==> config.mk <==
export PLATFORM = sky130hd
export DESIGN_NAME = mmd_indirect_access_regs
export DESIGN_NICKNAME = d
export VERILOG_FILES = /design/src/mmd_access_pkg.sv /design/src/mmd_addr_if.sv /design/src/mmd_addr_store.sv /design/src/mmd_indirect_access_regs.sv
export SDC_FILE = /design/constraint.sdc
export NUM_CORES = 2
export LEC_CHECK = 0
export BUFFER_PORTS_ARGS = -buffer_cell sky130_fd_sc_hd__buf_2
export CAP_MARGIN = 20
export CORE_UTILIZATION = 45
export DETAILED_ROUTE_END_ITERATION = 10
export HOLD_SLACK_MARGIN = 0.02
export PLACE_DENSITY = 0.65
export SLEW_MARGIN = 10
export SYNTH_ARGS = -nofsm -noshare
export SYNTH_HDL_FRONTEND = slang
export SYNTH_SLANG_ARGS = --single-unit
==> constraint.sdc <==
create_clock -name mclk -period 5.4 [get_ports mclk]
set_input_delay 0 -clock mclk [delete_from_list [all_inputs] [get_ports mclk]]
set_output_delay 0 -clock mclk [all_outputs]
set_load 0.03 [all_outputs]
==> src/mmd_access_pkg.sv <==
// constants and types shared by the indirect access register bank
package mmd_access_pkg;
  // widths
  localparam int REG_W = 16;
  localparam int OFF_W = 5;
  localparam int DEV_W = 5;
  localparam int NUM_MMD = 32;
  // register offsets on the management port
  localparam logic [OFF_W-1:0] OFF_GIG_STATUS = 5'h0a;
  localparam logic [OFF_W-1:0] OFF_PSE_CONTROL = 5'h0b;
  localparam logic [OFF_W-1:0] OFF_PSE_STATUS = 5'h0c;
  localparam logic [OFF_W-1:0] OFF_ACC_CONTROL = 5'h0d;
  localparam logic [OFF_W-1:0] OFF_ACC_DATA = 5'h0e;
  // field positions
  localparam int ACC_TYPE_HI = 15;
  localparam int ACC_TYPE_LO = 14;
  localparam int DEV_SEL_HI = 4;
  localparam int DEV_SEL_LO = 0;
  localparam int GIG_FD_BIT = 11;
  localparam int GIG_HD_BIT = 10;
  localparam int GIG_LOW_HI = 9;
  localparam int CTRL_GAP_W = 9;
  // reset values, zero word and pointer step
  localparam logic [REG_W-1:0] ACC_CONTROL_RESET = 16'h0000;
  localparam logic [REG_W-1:0] ACC_DATA_RESET = 16'h0000;
  localparam logic [REG_W-1:0] ZERO_WORD = 16'h0000;
  localparam logic [REG_W-1:0] ADDR_STEP = 16'h0001;
  // access type codes of the control register
  typedef enum logic [1:0] {
    ACC_ADDRESS = 2'b00,
    ACC_DATA = 2'b01,
    ACC_DATA_POST_INCREMENT_MODE = 2'b10,
    ACC_DATA_POST_INCREMENT_WRITE_MODE = 2'b11
  } access_type_t;
  // request sequencer states
  typedef enum logic [1:0] {
    ST_IDLE = 2'b00,
    ST_ACCESS = 2'b01,
    ST_REPLY = 2'b10
  } seq_state_t;
endpackage

==> src/mmd_addr_if.sv <==
// link between the register bank and the per-MMD address store
interface mmd_addr_if;
  import mmd_access_pkg::*;
  logic [DEV_W-1:0] sel;
  logic load;
  logic incr;
  logic [REG_W-1:0] load_data;
  logic [REG_W-1:0] cur_addr;
  modport ctl (output sel, output load, output incr, output load_data, input cur_addr);
  modport store (input sel, input load, input incr, input load_data, output cur_addr);
endinterface

==> src/mmd_addr_store.sv <==
// one address register per MMD, loaded or stepped for the selected MMD only
module mmd_addr_store
  import mmd_access_pkg::*;
#(
  parameter int N = NUM_MMD
)
(
  // clock and control
  input wire logic mclk,
  input wire logic sys_rst,
  input wire logic ce,
  // access from the register bank
  mmd_addr_if.store acc
);
  typedef struct packed {
    logic [N-1:0][REG_W-1:0] addr;
  } store_t;

  store_t r;
  store_t next_r;
  wire logic [N-1:0][REG_W-1:0] next_addr;

  // only the entry named by sel moves, others keep their pointer
  genvar i;
  generate
    for (i = 0; i < N; i++)
    begin : g_entry
      // one continuous assignment per entry keeps every slice single-driven
      assign next_addr[i] = (acc.sel != DEV_W'(i)) ? r.addr[i]
        : acc.load ? acc.load_data
        : acc.incr ? r.addr[i] + ADDR_STEP
        : r.addr[i];

      // entries of other MMDs keep their pointer
      AST_ENTRY_KEEP: assert property (@(posedge mclk) disable iff (sys_rst)
        (ce && acc.sel != DEV_W'(i)) |=> r.addr[i] == $past(r.addr[i]))
        else $error("unselected pointer moved");
    end
  endgenerate

  // gather entries into the state copy
  always_comb
  begin
    next_r = r;
    next_r.addr = next_addr;
  end

  always_ff @(posedge mclk)
  begin
    if (sys_rst)
      r <= '0;
    else if (ce)
      r <= next_r;
  end

  // pointer of the selected MMD
  assign acc.cur_addr = r.addr[acc.sel];
endmodule

==> src/mmd_indirect_access_regs.sv <==
// management register bank: gigabit status tail, reserved pair, MMD indirect access
module mmd_indirect_access_regs
  import mmd_access_pkg::*;
(
  // clock, reset, enable
  input wire logic mclk,
  input wire logic sys_rst,
  input wire logic ce,
  // management register port
  input wire logic [OFF_W-1:0] reg_addr,
  input wire logic reg_rd,
  input wire logic reg_wr,
  input wire logic [REG_W-1:0] reg_wdata,
  output logic [REG_W-1:0] reg_rdata,
  output logic reg_rvalid,
  output logic reg_ready,
  // link partner abilities from the negotiation logic
  input wire logic partner_gig_full_duplex_able,
  input wire logic partner_gig_half_duplex_able,
  // MMD register space
  output logic [DEV_W-1:0] mmd_dev,
  output logic [REG_W-1:0] mmd_addr,
  output logic [REG_W-1:0] mmd_wdata,
  output logic mmd_rd,
  output logic mmd_wr,
  input wire logic [REG_W-1:0] mmd_rdata
);
  typedef struct packed {
    seq_state_t st;
    access_type_t access_type_field;
    logic [DEV_W-1:0] target_device_select;
    logic [OFF_W-1:0] req_off;
    logic req_wr;
    logic [REG_W-1:0] req_wdata;
    logic [REG_W-1:0] rd_data;
    logic rd_valid;
    logic mmd_rd;
    logic mmd_wr;
    logic [DEV_W-1:0] mmd_dev;
    logic [REG_W-1:0] mmd_addr;
    logic [REG_W-1:0] mmd_wdata;
  } bank_t;

  bank_t r;
  bank_t next_r;
  mmd_addr_if acc ();
  logic data_is_mmd;
  logic [REG_W-1:0] gigabit_status_reg;
  logic [REG_W-1:0] indirect_access_control_reg;
  logic [REG_W-1:0] indirect_access_data_reg;
  logic [CTRL_GAP_W-1:0] reserved_bits;

  // per-MMD pointers live in their own store
  mmd_addr_store #(
    .N(NUM_MMD)
  ) u_store (
    .mclk(mclk),
    .sys_rst(sys_rst),
    .ce(ce),
    .acc(acc)
  );

  // the store always follows the current device select
  assign acc.sel = r.target_device_select;
  assign data_is_mmd = (r.access_type_field != ACC_ADDRESS);
  assign reserved_bits = '0;

  // read views of the registers
  always_comb
  begin
    gigabit_status_reg = ZERO_WORD;
    gigabit_status_reg[GIG_FD_BIT] = partner_gig_full_duplex_able;
    gigabit_status_reg[GIG_HD_BIT] = partner_gig_half_duplex_able;
    indirect_access_control_reg = {r.access_type_field, reserved_bits,
      r.target_device_select};
    // address mode shows the pointer, data modes the MMD word
    indirect_access_data_reg = data_is_mmd ? mmd_rdata : acc.cur_addr;
  end

  // store strobes fire only while the request is being completed
  always_comb
  begin
    acc.load = 1'b0;
    acc.incr = 1'b0;
    acc.load_data = r.req_wdata;
    if (r.st == ST_ACCESS && r.req_off == OFF_ACC_DATA)
    begin
      case (r.access_type_field)
        ACC_ADDRESS: acc.load = r.req_wr;
        ACC_DATA: acc.incr = 1'b0;
        ACC_DATA_POST_INCREMENT_MODE: acc.incr = 1'b1;
        ACC_DATA_POST_INCREMENT_WRITE_MODE: acc.incr = r.req_wr;
        default: acc.incr = 1'b0;
      endcase
    end
  end

  // request sequencer: take, access, reply
  always_comb
  begin
    next_r = r;
    next_r.rd_valid = 1'b0;
    next_r.mmd_rd = 1'b0;
    next_r.mmd_wr = 1'b0;
    case (r.st)
      ST_IDLE:
      begin
        if (reg_rd || reg_wr)
        begin
          next_r.req_off = reg_addr;
          next_r.req_wr = reg_wr;
          next_r.req_wdata = reg_wdata;
          next_r.st = ST_ACCESS;
          // latch the MMD-side request from the selected pointer
          if (reg_addr == OFF_ACC_DATA && data_is_mmd)
          begin
            next_r.mmd_rd = !reg_wr;
            next_r.mmd_wr = reg_wr;
            next_r.mmd_dev = r.target_device_select;
            next_r.mmd_addr = acc.cur_addr;
            next_r.mmd_wdata = reg_wdata;
          end
        end
      end
      ST_ACCESS:
      begin
        next_r.st = ST_REPLY;
        if (r.req_wr)
        begin
          // only the control fields take writes; status and reserved words ignore them
          if (r.req_off == OFF_ACC_CONTROL)
          begin
            next_r.access_type_field =
              access_type_t'(r.req_wdata[ACC_TYPE_HI:ACC_TYPE_LO]);
            next_r.target_device_select = r.req_wdata[DEV_SEL_HI:DEV_SEL_LO];
          end
        end
        else
        begin
          next_r.rd_valid = 1'b1;
          case (r.req_off)
            OFF_GIG_STATUS: next_r.rd_data = gigabit_status_reg;
            OFF_PSE_CONTROL: next_r.rd_data = ZERO_WORD;
            OFF_PSE_STATUS: next_r.rd_data = ZERO_WORD;
            OFF_ACC_CONTROL: next_r.rd_data = indirect_access_control_reg;
            OFF_ACC_DATA: next_r.rd_data = indirect_access_data_reg;
            default: next_r.rd_data = ZERO_WORD;
          endcase
        end
      end
      ST_REPLY:
        next_r.st = ST_IDLE;
      default:
        next_r.st = ST_IDLE;
    endcase
  end

  // one register stage for the whole bank; ce low freezes it
  always_ff @(posedge mclk)
  begin
    if (sys_rst)
    begin
      r <= '0;
      r.st <= ST_IDLE;
      r.access_type_field <= access_type_t'(ACC_CONTROL_RESET[ACC_TYPE_HI:ACC_TYPE_LO]);
      r.target_device_select <= ACC_CONTROL_RESET[DEV_SEL_HI:DEV_SEL_LO];
      r.rd_data <= ACC_DATA_RESET;
    end
    else if (ce)
      r <= next_r;
  end

  // outputs; requests outside idle are not taken, so ready guards them
  assign reg_ready = (r.st == ST_IDLE) && ce;
  assign reg_rdata = r.rd_data;
  assign reg_rvalid = r.rd_valid;
  assign mmd_dev = r.mmd_dev;
  assign mmd_addr = r.mmd_addr;
  assign mmd_wdata = r.mmd_wdata;
  assign mmd_rd = r.mmd_rd;
  assign mmd_wr = r.mmd_wr;

  // status read reports full duplex ability of that cycle
  AST_GIG_FD: assert property (@(posedge mclk) disable iff (sys_rst)
    (ce && r.st == ST_ACCESS && !r.req_wr && r.req_off == OFF_GIG_STATUS)
    |=> reg_rvalid && reg_rdata[GIG_FD_BIT] == $past(partner_gig_full_duplex_able))
    else $error("full duplex ability bit wrong");

  // status read reports half duplex ability of that cycle
  AST_GIG_HD: assert property (@(posedge mclk) disable iff (sys_rst)
    (ce && r.st == ST_ACCESS && !r.req_wr && r.req_off == OFF_GIG_STATUS)
    |=> reg_rdata[GIG_HD_BIT] == $past(partner_gig_half_duplex_able))
    else $error("half duplex ability bit wrong");

  // low ten status bits always read zero
  AST_GIG_LOW_ZERO: assert property (@(posedge mclk) disable iff (sys_rst)
    (ce && r.st == ST_ACCESS && !r.req_wr && r.req_off == OFF_GIG_STATUS)
    |=> reg_rdata[GIG_LOW_HI:0] == '0)
    else $error("reserved or idle count status bits not zero");

  // both reserved power sourcing words read zero, two cycles after the request
  AST_PSE_ZERO: assert property (@(posedge mclk) disable iff (sys_rst)
    (ce && reg_ready && reg_rd && !reg_wr
      && (reg_addr == OFF_PSE_CONTROL || reg_addr == OFF_PSE_STATUS))
    ##1 ce |=> reg_rvalid && reg_rdata == ZERO_WORD)
    else $error("reserved power sourcing word not zero");

  // control reads back the device select with the gap as zero
  AST_CTRL_READ: assert property (@(posedge mclk) disable iff (sys_rst)
    (ce && r.st == ST_ACCESS && !r.req_wr && r.req_off == OFF_ACC_CONTROL)
    |=> reg_rdata[ACC_TYPE_LO-1:DEV_SEL_HI+1] == '0
      && reg_rdata[DEV_SEL_HI:DEV_SEL_LO] == r.target_device_select)
    else $error("control read back wrong");

  // a control write lands in the device select field
  AST_DEV_WRITE: assert property (@(posedge mclk) disable iff (sys_rst)
    (ce && r.st == ST_ACCESS && r.req_wr && r.req_off == OFF_ACC_CONTROL)
    |=> r.target_device_select == $past(r.req_wdata[DEV_SEL_HI:DEV_SEL_LO]))
    else $error("device select not written");

  // address mode write loads the selected pointer
  AST_ADDR_LOAD: assert property (@(posedge mclk) disable iff (sys_rst)
    (ce && r.st == ST_ACCESS && r.req_wr && r.req_off == OFF_ACC_DATA
      && r.access_type_field == ACC_ADDRESS)
    |=> acc.cur_addr == $past(r.req_wdata))
    else $error("pointer not loaded in address mode");

  // data mode request reaches the MMD with selected device and pointer
  AST_MMD_REQ: assert property (@(posedge mclk) disable iff (sys_rst)
    (ce && r.st == ST_IDLE && (reg_rd || reg_wr) && reg_addr == OFF_ACC_DATA
      && r.access_type_field != ACC_ADDRESS)
    |=> (mmd_rd != mmd_wr) && mmd_dev == $past(r.target_device_select)
      && mmd_addr == $past(acc.cur_addr))
    else $error("mmd request not issued as expected");

  // post increment mode steps the pointer by one
  AST_PI_STEP: assert property (@(posedge mclk) disable iff (sys_rst)
    (ce && r.st == ST_ACCESS && r.req_off == OFF_ACC_DATA
      && r.access_type_field == ACC_DATA_POST_INCREMENT_MODE)
    |=> acc.cur_addr == $past(acc.cur_addr) + ADDR_STEP)
    else $error("pointer not stepped after access");

  // write-increment mode steps on writes and holds on reads
  AST_PIWR_STEP: assert property (@(posedge mclk) disable iff (sys_rst)
    (ce && r.st == ST_ACCESS && r.req_off == OFF_ACC_DATA
      && r.access_type_field == ACC_DATA_POST_INCREMENT_WRITE_MODE)
    |=> acc.cur_addr == ($past(r.req_wr) ? $past(acc.cur_addr) + ADDR_STEP
      : $past(acc.cur_addr)))
    else $error("write-increment pointer wrong");

  // plain data and address reads leave the pointer alone
  AST_NO_STEP: assert property (@(posedge mclk) disable iff (sys_rst)
    (ce && r.st == ST_ACCESS && r.req_off == OFF_ACC_DATA
      && (r.access_type_field == ACC_DATA
        || (r.access_type_field == ACC_ADDRESS && !r.req_wr)))
    |=> $stable(acc.cur_addr))
    else $error("pointer moved without increment mode");

  // address mode read shows the pointer
  AST_ADDR_READ: assert property (@(posedge mclk) disable iff (sys_rst)
    (ce && r.st == ST_ACCESS && !r.req_wr && r.req_off == OFF_ACC_DATA
      && r.access_type_field == ACC_ADDRESS)
    |=> reg_rdata == $past(acc.cur_addr))
    else $error("address mode read wrong");

  // an MMD strobe lasts exactly one cycle and then the reply follows
  AST_STROBE_ONE: assert property (@(posedge mclk) disable iff (sys_rst)
    (ce && (mmd_rd || mmd_wr)) |=> !mmd_rd && !mmd_wr && r.st == ST_REPLY)
    else $error("mmd strobe too long");

  // a synchronous reset clears the control fields
  AST_CTRL_RESET: assert property (@(posedge mclk)
    sys_rst |=> r.access_type_field == ACC_ADDRESS && r.target_device_select == '0)
    else $error("control not cleared by reset");

  // reset leaves no strobe or answer behind
  AST_RESET_QUIET: assert property (@(posedge mclk)
    sys_rst |=> !mmd_rd && !mmd_wr && !reg_rvalid)
    else $error("strobe or answer after reset");

  // a read answer stands for one enabled cycle only
  AST_RVALID_ONE: assert property (@(posedge mclk) disable iff (sys_rst)
    (ce && reg_rvalid) |=> !reg_rvalid)
    else $error("read answer held too long");

  // writes never raise a read answer
  AST_WRITE_NO_ANSWER: assert property (@(posedge mclk) disable iff (sys_rst)
    (ce && r.st == ST_ACCESS && r.req_wr) |=> !reg_rvalid)
    else $error("write produced a read answer");

  // a control write lands in the access type field
  AST_TYPE_WRITE: assert property (@(posedge mclk) disable iff (sys_rst)
    (ce && r.st == ST_ACCESS && r.req_wr && r.req_off == OFF_ACC_CONTROL)
    |=> r.access_type_field == $past(r.req_wdata[ACC_TYPE_HI:ACC_TYPE_LO]))
    else $error("access type not written");

  // a control read shows the access type field
  AST_TYPE_READ: assert property (@(posedge mclk) disable iff (sys_rst)
    (ce && r.st == ST_ACCESS && !r.req_wr && r.req_off == OFF_ACC_CONTROL)
    |=> reg_rdata[ACC_TYPE_HI:ACC_TYPE_LO] == $past(r.access_type_field))
    else $error("access type read back wrong");

  // device select only moves on a control write
  AST_SEL_HOLD: assert property (@(posedge mclk) disable iff (sys_rst)
    (ce && !(r.st == ST_ACCESS && r.req_wr && r.req_off == OFF_ACC_CONTROL))
    |=> $stable(r.target_device_select))
    else $error("device select moved without control write");

  // address mode data accesses stay inside the bank
  AST_ADDR_NO_STROBE: assert property (@(posedge mclk) disable iff (sys_rst)
    (ce && r.st == ST_IDLE && (reg_rd || reg_wr) && reg_addr == OFF_ACC_DATA
      && r.access_type_field == ACC_ADDRESS)
    |=> !mmd_rd && !mmd_wr)
    else $error("mmd strobe in address mode");

  // a data mode write carries the written word to the MMD
  AST_MMD_WDATA: assert property (@(posedge mclk) disable iff (sys_rst)
    (ce && r.st == ST_IDLE && reg_wr && reg_addr == OFF_ACC_DATA
      && r.access_type_field != ACC_ADDRESS)
    |=> mmd_wr && !mmd_rd && mmd_wdata == $past(reg_wdata))
    else $error("mmd write data wrong");

  // a data mode read answers with the MMD word of the access cycle
  AST_DATA_READ: assert property (@(posedge mclk) disable iff (sys_rst)
    (ce && r.st == ST_ACCESS && !r.req_wr && r.req_off == OFF_ACC_DATA
      && r.access_type_field != ACC_ADDRESS)
    |=> reg_rvalid && reg_rdata == $past(mmd_rdata))
    else $error("data mode read wrong");
endmodule

==> results_dict.tcl <==
set metrics [dict create \
    grt.overflow.total 0 \
    rr_endpoint "u_store.r[503]" \
    ys_types 78 \
    synth_top_area_share_pct 31.88 \
    ant_nets 0 \
    initial_utilization_pct 45.67 \
    synth.most_common_cell "a21oi_1" \
    syn_inst 4803 \
    place_congestion 0.9896 \
    wl_met2_mm 62.57 \
    end_kind "flop" \
    insertion_delay_ns 0.64 \
    antenna_found_initial 9 \
    pre_cts_slack_ns 1.753 \
    setup-violations-final 0 \
    placed_area_sq_um 37970 \
    synthesis.area_sq_um 37620 \
    ys.flop_type "dfxtp_1" \
    post-cts-setup-buffer-count 0 \
    grt_first_pass_wirelength_mm 225.4 \
    num_rows 105 \
    num_vias 40020 \
    routed.top_layer "met5" \
    grt_util_all_layers_pct 34.19 \
    clock_skew_ns 0.02649 \
    power.density_nw_per_um2 237.1 \
    die_area_sq_um 84760 \
    critPathSlowestCell "and4_4" \
    hpwl_mm 97.49 \
    fin_area_sq_um 40920 \
    required_ns 5.94 \
    drive_gt1_share_pct 10.49 \
    p_leak_uw 0.01241 \
    path_class "reg -> reg" \
    fmax_mhz 262.4 \
    cp-start-kind "flop" \
    drt_iter0_markers 6494 \
    regMostFlops "u_store.r" \
    synth-edff-count 0 \
    syn_nets 4879 \
    synthTopCellsByArea "dfxtp_1, a21oi_1, o21ai_0, mux4_2, nand2_1" \
    ir_drop_uv 217.8 \
    reg2reg_setup_slack_ns 1.59 \
    die_h_microns 291.1 \
    fin_ws_ns 1.589 \
    min_from "mmd_rdata[6]" \
    cts-root-buf "clkbuf_16" \
    fp.coreArea_sq_um 82370 \
    clk_pin_slew_ns 0.06 \
    fin_tns_setup_ns 0 \
    grt_start_max_net_pins 199 \
    cts_resized 0 \
    wl_met3_mm 19.08 \
    route.detailed.drc 0 \
    port_buffers 100 \
    yosysWarnings 0 \
    fin_nets 4708 \
    syn_to_final_growth_pct 8.784 \
    arrival_ns 4.35 \
    syn_avg_cell_area_sq_um 7.833 \
    first_global_vias 35100 \
    dieWidth_microns 291.1 \
    hold_viol 0 \
    synth-async-reset-ratio_pct 0 \
    slowest_delay_ns 0.86 \
    routed_wl_mm 150.4 \
    tightestPinTransition_ns 1.268 \
    rsz0062_at_grt "no" \
    hold_class "in -> reg" \
    power.total_uw 9704 \
    wl_per_cell_microns 26.11 \
    yosys.area.top_type "dfxtp_1" \
    status "finished, final reports clean" \
    finalCriticalPeriod_ns 3.811 \
    cp_max_fo 132 \
    r2r_cells 6 \
    ys_ff_latch 599 \
    synth_common_cells "a21oi_1, dfxtp_1, o21ai_0" \
    cts_tree "done" \
    largest_reg_flops 512 \
    r2r-start "r[73]" \
    cts_buffers 73 \
    clk_path_buf_depth 3 \
    period_share_pct 70.57 \
    cp_cell_sequence "and4bb_1 > and4_4 > buf_12 > and2_2 > o21ai_0 > a21oi_1" \
    yosysSeqAreaShare_pct 31.88 \
    pin_count 101 \
    startpoint "r[73]" \
    drt-pass1-iter-count 8 \
    h-tree-depth 3 \
    cp-endpoint "u_store.r[503]" \
    fin_hold_ws_ns 0.1254 \
    maxSlewViolCount 0 \
    cap_violations 0 \
    clock-sinks 599 \
    m1WireLength_mm 59.18 \
    vias_per_cell 6.948 \
    worst_slew_margin_rel_pct 15.28 \
]
-- through the flow --
step / std cells / utilization (%)
after floorplan: 4803 / -
after global placement: 5569 / 46.02
after detailed placement: 5575 / 46.09
after CTS: 5753 / 49.59
after global routing: 5758 / 49.68
final: 5760 / 49.68
-- layout make-up --
class                           count  area [sq um]
Antenna cell                        2         5.005
Sequential cell                   599         12000
Timing Repair Buffer              228          1732
Tap cell                         1070          1339
Clock buffer                      113          2177
Multi-Input combinational cell   3701         23330
Inverter                           29         108.9
Fill cell                        7864         41450
Clock inverter                     18         232.7
-- critical path, delay by kind of cell (launching register included) --
family	cells	cell delay (ns)
and+or+nand+nor	3	2.26
buffers and inverters	1	0.54
DFF	1	0.42
AOI/OAI and AO/OA	2	0.42
-- what timing repair did --
action,CTS,global route
setup endpoints to repair,0,0
endpoints found under the hold margin,112,0
hold buffers,47,0
-- cell families (layout without fill, tap and decap cells) --
| logic type | Yosys count | in the layout | synth area share (%) |
|---|---|---|---|
| AO/OA/AOI/OAI | 1770 | 1770 | 28.01 |
| other | 0 | 2 | 0 |
| AND/OR/NAND/NOR | 1707 | 1707 | 23.86 |
| buffers and inverters | 503 | 388 | 6.376 |
| adder cells (fa/ha/maj) | 32 | 32 | 1.064 |
| flip-flops | 599 | 599 | 31.88 |
| multiplexers | 192 | 192 | 8.810 |
-- per-layer routing --
metal / up-vias / track usage [%]
met2: 2587 / 49.17
met1: 19030 / 46.97
li1: 17890 / -
met4: 4 / 19.50
met3: 509 / 7.551
met5: - / 0
-- worst min-delay path by stage --
| stage | end | slack [ns] | cells after the start |
|---|---|---|---|
| after CTS | reg_rdata[6] | 0.11 | 4 |
| after floorplan | reg_rdata[12] | 0.13 | 2 |
| after detailed placement | reg_rdata[12] | 0.23 | 3 |
| final | reg_rdata[6] | 0.13 | 4 |
| after global placement | reg_rdata[5] | 0.23 | 3 |
| after global routing | reg_rdata[12] | 0.16 | 4 |
-- report_power, final --
part	switching (uW)	internal, uW	leakage [uW]
logic	161	63.4	0.00639
registers	21.2	4430	0.00483
clock network	2130	2900	0.00119
-- layout by cell type, fill, tap and decap left out, drive strengths merged, types with 32 or more instances in the layout --
| cell type | synthesis | routed |
|---|---|---|
| buf | 228 | 180 |
| nor4 | 77 | 77 |
| a31oi | 61 | 61 |
| nor3b | 54 | 54 |
| a21oi | 609 | 609 |
| dlygate4sd3 | 0 | 47 |
| clkbuf | 246 | 114 |
| or3 | 59 | 59 |
| mux2i | 78 | 78 |
| and2 | 104 | 104 |
| a21o | 37 | 37 |
| nor3 | 265 | 265 |
| and4 | 38 | 38 |
| ha | 32 | 32 |
| o21ai | 577 | 577 |
| inv | 29 | 32 |
| dfxtp | 599 | 599 |
| nand2 | 393 | 393 |
| a211oi | 163 | 163 |
| and3 | 84 | 84 |
| a22o | 45 | 45 |
| nand3 | 237 | 237 |
| nand4 | 102 | 102 |
| mux4 | 111 | 111 |
| o31ai | 62 | 62 |
| nor2 | 207 | 207 |
(Power assumes the default switching activity.)
